--- config.mk ---
export PLATFORM = sky130hd
export DESIGN_NAME = dac_special_function_decode
export DESIGN_NICKNAME = d
export VERILOG_FILES = /design/src/common/dac_sf_pkg.sv /design/src/logic/rb_address_decode.sv /design/src/logic/dac_special_function_decode.sv
export VERILOG_INCLUDE_DIRS = /design/src /design/src/common
export SDC_FILE = /design/constraint.sdc
export NUM_CORES = 1
export LEC_CHECK = 0
export BUFFER_PORTS_ARGS = -buffer_cell sky130_fd_sc_hd__buf_2
export CORE_UTILIZATION = 50
export DETAILED_ROUTE_END_ITERATION = 10
export PLACE_DENSITY = 0.92
export SLEW_MARGIN = 20
export SYNTH_ARGS = -nofsm -noshare
export SYNTH_HDL_FRONTEND = slang
export SYNTH_SLANG_ARGS = --single-unit
--- constraint.sdc ---
create_clock -name clock_i -period 3.1 [get_ports clock_i]
set_input_delay 0.465 -clock clock_i [delete_from_list [all_inputs] [get_ports clock_i]]
set_output_delay 0.465 -clock clock_i [all_outputs]
set_load 0.02 [all_outputs]
--- src/common/dac_sf_map.svh ---
// dac_sf_map.svh: command codes, field positions, reset values for the
// special-function decoder.
// assumes the serial framer has already split each frame into a 6-bit
// special-function code and a 16-bit data field F15..F0.
`ifndef DAC_SF_MAP_SVH
`define DAC_SF_MAP_SVH

// ----------------------------------------------------------------------
// special-function codes
// ----------------------------------------------------------------------
`define SF_RB_SELECT      6'h05
`define SF_BANK_LOW_WR    6'h06
`define SF_BANK_HIGH_WR   6'h07
`define SF_BANK_BLOCK_WR  6'h0b
`define SF_MON_CFG        6'h0c
`define SF_GPIO_CFG       6'h0d

// ----------------------------------------------------------------------
// field positions inside F15..F0
// ----------------------------------------------------------------------
`define MON_EN_BIT        5
`define MON_SRC_BIT       4
`define MON_CHAN_HI       3
`define MON_CHAN_LO       0
`define MON_IN_BIT        0
`define GPIO_DIR_BIT      1
`define GPIO_VAL_BIT      0
`define RB_GLOBAL_BIT     15
`define RB_KIND_HI        14
`define RB_KIND_LO        13
`define RB_CHAN_HI        12
`define RB_CHAN_LO        7
`define RB_GIDX_HI        14
`define RB_GIDX_LO        7

// ----------------------------------------------------------------------
// readback address values
// ----------------------------------------------------------------------
`define RB_CHAN_FIRST     6'h08
`define RB_CHAN_LAST      6'h17
`define GIDX_CONTROL      8'h01
`define GIDX_OFS_ZERO     8'h02
`define GIDX_OFS_ONE      8'h03
`define GIDX_BANK_LOW     8'h06
`define GIDX_BANK_HIGH    8'h07
`define GIDX_GPIO         8'h0b

// ----------------------------------------------------------------------
// reset values and the block-write all-ones pattern
// ----------------------------------------------------------------------
`define BANK_RESET        8'h00
`define BANK_ALL_ONES     8'hff
`define MON_CHAN_RESET    4'h0
`define RB_DATA_RESET     16'h0000

`endif

--- src/common/dac_sf_pkg.sv ---
// dac_sf_pkg: types shared by the special-function decoder files.
// assumes nothing beyond a SystemVerilog compiler.
package dac_sf_pkg;

  // readback target class; codes 000..011 follow F14..F13
  typedef enum logic [2:0] {
    RB_DATA_A  = 3'b000,
    RB_DATA_B  = 3'b001,
    RB_OFFSET  = 3'b010,
    RB_GAIN    = 3'b011,
    RB_GLOBAL  = 3'b100,
    RB_INVALID = 3'b111
  } rb_kind_e;

  // one decoded special-function frame
  typedef struct packed {
    logic [5:0]  code;
    logic [15:0] data;
  } sf_cmd_s;

  // monitor multiplexer setting
  typedef struct packed {
    logic       enable;
    logic       use_input;
    logic       input_second;
    logic [3:0] channel;
  } mon_cfg_s;

  // readback address
  typedef struct packed {
    rb_kind_e   kind;
    logic [3:0] channel;
    logic [7:0] gindex;
  } rb_addr_s;

endpackage

--- src/logic/rb_address_decode.sv ---
// rb_address_decode: turns the readback-select data field into a target.
// assumes a valid field; purely combinational, caller registers the result.
`timescale 1ns/1ps
`default_nettype none
`include "dac_sf_map.svh"

module rb_address_decode (
  input  wire logic [15:0]        field_i,  // readback-select F15..F0
  output var  dac_sf_pkg::rb_addr_s addr_o  // decoded readback target
);
  import dac_sf_pkg::*;

  logic [5:0] chan_code;
  logic [5:0] chan_off;

  // ----------------------------------------------------------------------
  // field split; F6..F0 never enter the decode
  // ----------------------------------------------------------------------
  assign chan_code = field_i[`RB_CHAN_HI:`RB_CHAN_LO];
  assign chan_off  = chan_code - `RB_CHAN_FIRST;

  // channel codes outside 8..23 are marked invalid rather than wrapped
  always_comb begin
    addr_o = '{kind: RB_INVALID, channel: 4'h0, gindex: 8'h00};
    if (field_i[`RB_GLOBAL_BIT]) begin
      addr_o.kind   = RB_GLOBAL;
      addr_o.gindex = field_i[`RB_GIDX_HI:`RB_GIDX_LO];
    end else if (chan_code >= `RB_CHAN_FIRST && chan_code <= `RB_CHAN_LAST) begin
      addr_o.kind    = rb_kind_e'({1'b0, field_i[`RB_KIND_HI:`RB_KIND_LO]});
      addr_o.channel = chan_off[3:0];
    end
  end

endmodule  // rb_address_decode
`default_nettype wire

--- src/logic/dac_special_function_decode.sv ---
// dac_special_function_decode: monitor, gpio, bank-select and readback
// address handling for a 16-channel serial-programmed converter.
// assumes a framer on clock_i delivering one command per frame and a
// frame-start pulse; per-channel and control words come from outside.
`timescale 1ns/1ps
`default_nettype none
`include "dac_sf_map.svh"

module dac_special_function_decode (
  input  wire logic                  clock_i,           // serial domain clock
  input  wire logic                  reset_n_i,         // sync reset, active low
  input  wire dac_sf_pkg::sf_cmd_s   cmd_i,             // decoded frame
  input  wire logic                  cmd_valid_i,       // one-cycle frame strobe
  input  wire logic                  frame_start_i,     // one-cycle frame start
  input  wire logic                  gpio_i,            // gpio pin level
  output logic                       gpio_o,            // gpio drive value
  output logic                       gpio_oe_o,         // gpio drive enable
  output var dac_sf_pkg::mon_cfg_s   mon_cfg_o,         // monitor mux setting
  output logic [15:0]                data_sel_second_o, // per channel bank pick
  output var dac_sf_pkg::rb_addr_s   rb_addr_o,         // readback target
  input  wire logic [15:0]           ext_rd_data_i,     // word at rb_addr_o
  output logic [15:0]                rb_data_o,         // word for this frame
  output logic                       rb_active_o        // rb_data_o valid
);
  import dac_sf_pkg::*;

  logic       gpio_meta;
  logic       gpio_level;
  logic [7:0] sel_low;
  logic [7:0] sel_high;
  logic       rb_pending;
  rb_addr_s   next_rb_addr;
  logic [15:0] next_rb_data;
  logic       is_mon;
  logic       is_gpio;
  logic       is_rbsel;

  assign is_mon   = cmd_valid_i && cmd_i.code == `SF_MON_CFG;
  assign is_gpio  = cmd_valid_i && cmd_i.code == `SF_GPIO_CFG;
  assign is_rbsel = cmd_valid_i && cmd_i.code == `SF_RB_SELECT;

  // ----------------------------------------------------------------------
  // gpio pin
  // ----------------------------------------------------------------------
  // pin level crosses in from outside; only the second stage is read
  always_ff @(posedge clock_i) begin
    if (!reset_n_i) begin
      gpio_meta  <= 1'b0;
      gpio_level <= 1'b0;
    end else begin
      gpio_meta  <= gpio_i;
      gpio_level <= gpio_meta;
    end
  end

  // direction and value; pin comes up as input so nothing fights on power-up
  always_ff @(posedge clock_i) begin
    if (!reset_n_i) begin
      gpio_oe_o <= 1'b0;
      gpio_o    <= 1'b0;
    end else if (is_gpio) begin
      gpio_oe_o <= cmd_i.data[`GPIO_DIR_BIT];
      if (cmd_i.data[`GPIO_DIR_BIT])
        gpio_o <= cmd_i.data[`GPIO_VAL_BIT];
    end
  end

  // ----------------------------------------------------------------------
  // monitor multiplexer
  // ----------------------------------------------------------------------
  // F15..F6 are never looked at; unused fields keep their old value
  always_ff @(posedge clock_i) begin
    if (!reset_n_i) begin
      mon_cfg_o <= '{enable: 1'b0, use_input: 1'b0, input_second: 1'b0,
                     channel: `MON_CHAN_RESET};
    end else if (is_mon) begin
      mon_cfg_o.enable    <= cmd_i.data[`MON_EN_BIT];
      mon_cfg_o.use_input <= cmd_i.data[`MON_SRC_BIT];
      if (!cmd_i.data[`MON_SRC_BIT])
        mon_cfg_o.channel <= cmd_i.data[`MON_CHAN_HI:`MON_CHAN_LO];
      else if (cmd_i.data[`MON_EN_BIT])
        mon_cfg_o.input_second <= cmd_i.data[`MON_IN_BIT];
    end
  end

  // ----------------------------------------------------------------------
  // bank select registers
  // ----------------------------------------------------------------------
  // block write only acts on all-zero or all-one data, other patterns ignored
  always_ff @(posedge clock_i) begin
    if (!reset_n_i) begin
      sel_low  <= `BANK_RESET;
      sel_high <= `BANK_RESET;
    end else if (cmd_valid_i) begin
      if (cmd_i.code == `SF_BANK_LOW_WR)
        sel_low <= cmd_i.data[7:0];
      if (cmd_i.code == `SF_BANK_HIGH_WR)
        sel_high <= cmd_i.data[7:0];
      if (cmd_i.code == `SF_BANK_BLOCK_WR &&
          (cmd_i.data[7:0] == `BANK_RESET || cmd_i.data[7:0] == `BANK_ALL_ONES)) begin
        sel_low  <= cmd_i.data[7:0];
        sel_high <= cmd_i.data[7:0];
      end
    end
  end

  // bit n set sends channel n to its second input register
  assign data_sel_second_o = {sel_high, sel_low};

  // ----------------------------------------------------------------------
  // readback address and data
  // ----------------------------------------------------------------------
  rb_address_decode u_rb_decode (
    .field_i (cmd_i.data),
    .addr_o  (next_rb_addr)
  );

  // address is held so the outside register file can settle before frame start
  always_ff @(posedge clock_i) begin
    if (!reset_n_i)
      rb_addr_o <= '{kind: RB_INVALID, channel: 4'h0, gindex: 8'h00};
    else if (is_rbsel)
      rb_addr_o <= next_rb_addr;
  end

  // word source; reserved and bad addresses read as zero
  always_comb begin
    next_rb_data = `RB_DATA_RESET;
    unique case (rb_addr_o.kind)
      RB_DATA_A, RB_DATA_B, RB_OFFSET, RB_GAIN: next_rb_data = ext_rd_data_i;
      RB_GLOBAL: begin
        case (rb_addr_o.gindex)
          `GIDX_CONTROL, `GIDX_OFS_ZERO, `GIDX_OFS_ONE: next_rb_data = ext_rd_data_i;
          `GIDX_BANK_LOW:  next_rb_data = {8'h00, sel_low};
          `GIDX_BANK_HIGH: next_rb_data = {8'h00, sel_high};
          `GIDX_GPIO:      next_rb_data = {15'h0000, gpio_level};
          default:         next_rb_data = `RB_DATA_RESET;
        endcase
      end
      default: next_rb_data = `RB_DATA_RESET;
    endcase
  end

  // request waits for the next frame start; a new select in the same
  // cycle wins over the clear so it is served on the frame after
  always_ff @(posedge clock_i) begin
    if (!reset_n_i)
      rb_pending <= 1'b0;
    else if (is_rbsel)
      rb_pending <= 1'b1;
    else if (frame_start_i)
      rb_pending <= 1'b0;
  end

  // data is frozen for a whole frame; commands in it still decode normally
  always_ff @(posedge clock_i) begin
    if (!reset_n_i) begin
      rb_data_o   <= `RB_DATA_RESET;
      rb_active_o <= 1'b0;
    end else if (frame_start_i) begin
      rb_active_o <= rb_pending;
      if (rb_pending)
        rb_data_o <= next_rb_data;
    end
  end
endmodule  // dac_special_function_decode
`default_nettype wire

* Word level (Yosys, flattened, before mapping)
Index checks and enable logic that the tools add are counted.
Operators by class: add/subtract/negate cells 1, reduce and logical (&&, ||, !) cells 19, mux-type cells 12, equality and inequality tests 17, order comparisons 2, bitwise operators 1
Operators with widths (number):
- $pmux 16 s4 | 1
- $mux 8 | 5
- $pmux 16 s2 | 1
- $eq 6x3->1 const B | 3
- $eq 6x4->1 const B | 3
- $eq 8x2->1 const B | 2
- $eq 8x3->1 const B | 2
- $reduce_and 2->1 | 5
- $eq 8x1->1 const B | 1
- $eq 8x4->1 const B | 1
- $eq 8x8->1 const B | 1
- $logic_not 8->1 | 1
- $mux 7 | 1
- $eq 3x2->1 const B | 2
- $ge 6x4->1 const B | 1
- $le 6x5->1 const B | 1
- $reduce_bool 2->1 | 3
- $logic_and 1x1->1 | 5
- $mux 4 | 1
- $reduce_or 4->1 | 1
- $sub 4x4->4 const B | 1
- $eq 3x1->1 const B | 1
- $eq 3x3->1 const B | 1
- $logic_not 3->1 | 1
- other kinds (6) | 7
Storage, ports and cells: logic and storage cells 68, flip-flop bits (word level) 60, output and inout port bits 57, input bits 43

* Longest topological paths before layout
depth in word-level cells 5, gate-level depth with buffers 6, mapped depth without buffers 5

* By module
Synthesis repeated with hierarchy kept, for this count alone.
Unflattened totals: cell total of the unflattened synthesis 369, area, all modules 3081.7 um2
Modules (own cells, without submodules):
- dac_special_function_decode | instances 1, area an instance 2957.8 um2, cells each 349, seq. area each 1201.2 um2
- rb_address_decode | instances 1, area an instance 123.9 um2, cells each 20, seq. area each 0.0 um2

* Worst setup path before layout
OpenSTA, ideal clock, no wires.
kind input port to flip-flop, start input cmd_i[4] (netlist name), end register sel_high[0], arrival time 1.803 ns, slack 1.180 ns, library setup time 0.117 ns, cell stages on the path 5, required time 2.983 ns, path buffers 0, cell sequence or4_1 > nor2_2 > nor2_1 > o311a_4 > a22o_1
On the way: word-level cells in the longest chain between the ends 5, elaborated cells between the ends (all ways) 7, those cells by class eq/ne (1); mux (1); reduce/logical (5)
Ends and longest elaborated chain:
- start: declaration | line dac_special_function_decode.sv:12 | input wire dac_sf_pkg::sf_cmd_s cmd_i,
- $eq 8x8->1 (no source line) or $logic_not 8->1 (tied branches)
- $logic_or 1x1->1 (no source line) (*)
- $logic_and 1x1->1 (*) | line dac_special_function_decode.sv:99 | if (cmd_i.code == `SF_BANK_BLOCK_WR &&
- $reduce_bool 2->1 (no source line)
- $reduce_and 2->1 (no source line)
- end signal: assignment | line dac_special_function_decode.sv:93 | sel_high <= `BANK_RESET;
- end signal: assignment | line dac_special_function_decode.sv:98 | sel_high <= cmd_i.data[7:0];
- end signal: assignment | line dac_special_function_decode.sv:102 | sel_high <= cmd_i.data[7:0];
- end: declaration | line dac_special_function_decode.sv:30 | logic [7:0] sel_high;
Mark *: on every way between the ends. The rest lies on a longest branch, timed or not. A chain may end at the register's enable or synchronous reset.

* Final worst setup path
start register rb_addr_o[0] (netlist name), end register rb_data_o[3]
On the way: word-level cells in the longest chain between the ends 4, elaborated cells between the ends (all ways) 9, those cells by class eq/ne (6); mux (2); reduce/logical (1)
Ends and longest elaborated chain:
- start: declaration | line dac_special_function_decode.sv:20 | output var dac_sf_pkg::rb_addr_s rb_addr_o,
- start signal: assignment | line dac_special_function_decode.sv:121 | rb_addr_o <= '{kind: RB_INVALID, channel: 4'h0, gindex: 8'h00};
- start signal: assignment | line dac_special_function_decode.sv:123 | rb_addr_o <= next_rb_addr;
- $eq 8x1->1 or $eq 8x2->1 (tied branches) | line dac_special_function_decode.sv:132 | case (rb_addr_o.gindex)
- $reduce_or 3->1 | line dac_special_function_decode.sv:132
- $pmux 16 s4 (*) | line dac_special_function_decode.sv:132
- $pmux 16 s2 (*) | line dac_special_function_decode.sv:129 | unique case (rb_addr_o.kind)
- end signal: assignment | line dac_special_function_decode.sv:158 | rb_data_o <= `RB_DATA_RESET;
- end signal: assignment | line dac_special_function_decode.sv:163 | rb_data_o <= next_rb_data;
- end: declaration | line dac_special_function_decode.sv:22 | output logic [15:0] rb_data_o,
Marked as above.

==> out/summary.md <==
Route
• **Iter 0 DRT Violations** 142
• **uppermost layer routed** met4
• **Via Count** 2494
• **number of vias per cell after detailed routing** 5.40
• **number of detailed-routing iterations run before antenna repair** 4
• **WL met2** 3.35 mm
• **Total Routed Length** 6.77 mm
• **drt wl/cell** 14.6 um
• **routed metal-1 wire length** 2.81 mm
• **count of nets left with antenna violations after detail routing** 0
• **DRC** 0
• **total met3 wirelength after detailed routing** 518 um

Clock network
• **buffer cell driving the clock tree root** clkbuf_8
• **Max clock buf depth** 2
• **H-tree levels** 3
• **TritonCTS Sinks** 60
• **clock network latency to the later pin of the worst-skew pair** 0.34 ns
• **post-CTS sizing** 0
• **setup fix buffers added after clock tree synthesis** 0
• **CTS Hold Buffers Added** 0
• **clock tree from TritonCTS** yes
• **clock-pin slew on the worst setup and hold paths** 0.06 ns
• **TritonCTS Buffers** 9

Logic synthesis
• **Most used DFF post-synth** dfxtp_1
• **sequential-to-total area share from yosys stat** 47.4%
• **most area-consuming cells after synthesis** dfxtp_1 47%, a21oi_1 6.7%, mux2i_1 5.9%
• **Avg Synthesized Cell Area** 8.70 um^2
• **count of mapped cells out of synthesis** 291
• **cell accounting for the most synthesized area** dfxtp_1
• **number of flip-flops and latches in the synthesized netlist** 60
• **syn_nets** 334
• **number of synthesis warnings** 0
• **async set or reset register ratio after synthesis** 0%
• **synthesized cell area** 2530 um^2
• **number of distinct library cell variants in the gate-level netlist after synthesis** 41
• **Synth top area share** 47.4%
• **number of flops mapped to enable cells by yosys** 0

STA
• **worst-margin pin slew** 0.720 ns
• **worst clock skew on the final layout** 0.00781 ns
• **post-route minimum period** 1.88 ns
• **final setup vio count** 0
• **sum of negative setup slack** 0 ns
• **achievable frequency** 0.533 GHz
• **Fin Hold WS** 0.349 ns
• **relative max-transition margin** 51.9%
• **post-route fraction of the period consumed by the critical path** 60.5%
• **setup repair after global routing missed its margin** false
• **final hold viol count** 0
• **count of final max-slew check failures** 0

Power
• **Max VDD drop** 0.290 mV
• **total power per unit cell area** 510 nW/um^2
• **Pleak** 1.43 nW

Setup path
• **critical path launch point type** register
• **worst-path fanout max** 14
• **Critical Path Slowest Stage Cell** dfxtp_1
• **kind of capture point of the worst setup path** register
• **cells traversed along the worst timing path** nor2b_1, o21ai_0, a21oi_1, mux2i_1, o41ai_1
• **endpoint required time on the critical path** 3.33 ns
• **data arrival time of the worst path** 2.11 ns
• **longest individual stage delay on the worst path** 0.69 ns
• **classification of the worst setup path** register to register

Job
• **Max Cap Violations** 0

Cells and area
• **final antenna diode count** 0
• **proportion of layout cells with a drive suffix above 1** 30.9%
• **most frequent standard cell in the layout excluding fill and tap cells** buf_2
• **Area growth, synth to finish** 30.6%
• **number of nets in the layout** 433
• **most frequent cells in the layout** 99 x buf_2, 60 x dfxtp_1, 38 x nand2_1

GRT
• **antenna violations before repair** 0
• **largest net degree at the start of global routing** 29
• **global-route wire length before repair** 10.6 mm
• **via count of the first global-routing pass** 2283
• **overall routing resource usage** 26.7%
• **residual overflow from global routing** 0

Die
• **std cell rows** 25
• **IO Count** 100
• **die outline area** 5350 um^2
• **placeable core area** 4790 um^2
• **die boundary height** 73.2 um
• **horizontal extent of the die** 73.2 um
• **initial core utilization** 52.9%

Placed design
• **Port Buffers** 99
• **DP HPWL** 4.96 mm
• **gpl congestion** 0.903

Run status
• **status** finished clean

Worst hold path
• **class of the tightest hold or removal check** input port to register

==> cells in the mapped netlist, drive strengths merged, types with 2 or more instances <==
library cell / instances
nor3: 9
inv: 2
o211ai: 4
o21ai: 24
nand2: 38
a22oi: 3
clkbuf: 11
nand4b: 2
dfxtp: 60
a21oi: 35
or4: 2
a22o: 16
nor2: 21
mux2i: 15
buf: 2
nand3: 15
a31oi: 2
nor2b: 4
nand4: 4
nor3b: 2
nand2b: 3
and2: 3
nor4: 2
and3: 2
==> metrics by stage <==
stage / area (um^2) / power [mW] / setup WS (ns) / instances / utilization, %
2_1_floorplan: 2530 / 0.830 / 1.18 / 291 / -
3_3_place_gp: 3080 / 0.876 / 1.01 / 446 / 64.3
3_5_place_dp: 3080 / 0.878 / 0.955 / 446 / 64.3
4_1_cts: 3310 / 1.70 / 1.23 / 462 / 69.1
5_1_grt: 3310 / 1.75 / 0.994 / 462 / 69.1
6_report: 3310 / 1.69 / 1.22 / 462 / 69.1
==> layer usage <==
metal	vias to the layer above	track usage, %
li1	1257	-
met1	1113	32.8
met2	114	43.5
met3	10	10.9
met4	0	6.75
met5	-	0
==> layout make-up <==
| class | instances | area [um^2] |
|---|---|---|
| timing repair buffer | 101 | 510 |
| fill | 379 | 1480 |
| inverter | 2 | 7.51 |
| tap | 67 | 83.8 |
| multi-input combinational | 216 | 1270 |
| clock buffer | 11 | 131 |
| sequential | 60 | 1200 |
| clock inverter | 5 | 100 |
==> worst max-delay path: cells and delay by family, from the launching register on <==
kind / cells / cell delay [ns]
compound gates: 3 / 0.70
mux: 1 / 0.13
simple gates: 1 / 0.25
flops: 1 / 0.69
==> final timing paths <==
path | startpoint | slack (ns) | to | cells after the start
max reg2reg | rb_addr_o[0] | 1.22 | rb_data_o[3] | 5
min reg2reg | gpio_meta | 0.45 | gpio_level | 1
min | gpio_i | 0.35 | gpio_meta | 2
max | rb_addr_o[0] | 1.22 | rb_data_o[3] | 5
==> cell families (layout without fill, tap and decap cells) <==
group                  after synthesis  in the layout  share of synthesized area, %
AO/OA/AOI/OAI                       89             89                          22.1
XOR/XNOR                             1              1                         0.346
buffers and inverters               15            119                          2.27
flip-flops                          60             60                          47.4
multiplexers                        15             15                          5.93
AND/OR/NAND/NOR                    111            111                          21.9
==> sequential cells by signal, summed over array words and instances (netlist names) <==
name	count
gpio_level	1
gpio_meta	1
gpio_o	1
gpio_oe_o	1
mon_cfg_o	7
rb_active_o	1
rb_addr_o	15
rb_data_o	16
rb_pending	1
sel_high	8
sel_low	8
==> power by group <==
part           switching, mW  internal (mW)
combinational         0.0527         0.0338
sequential           0.00228          0.774
clock                  0.294          0.532
(Power assumes the default switching activity.)
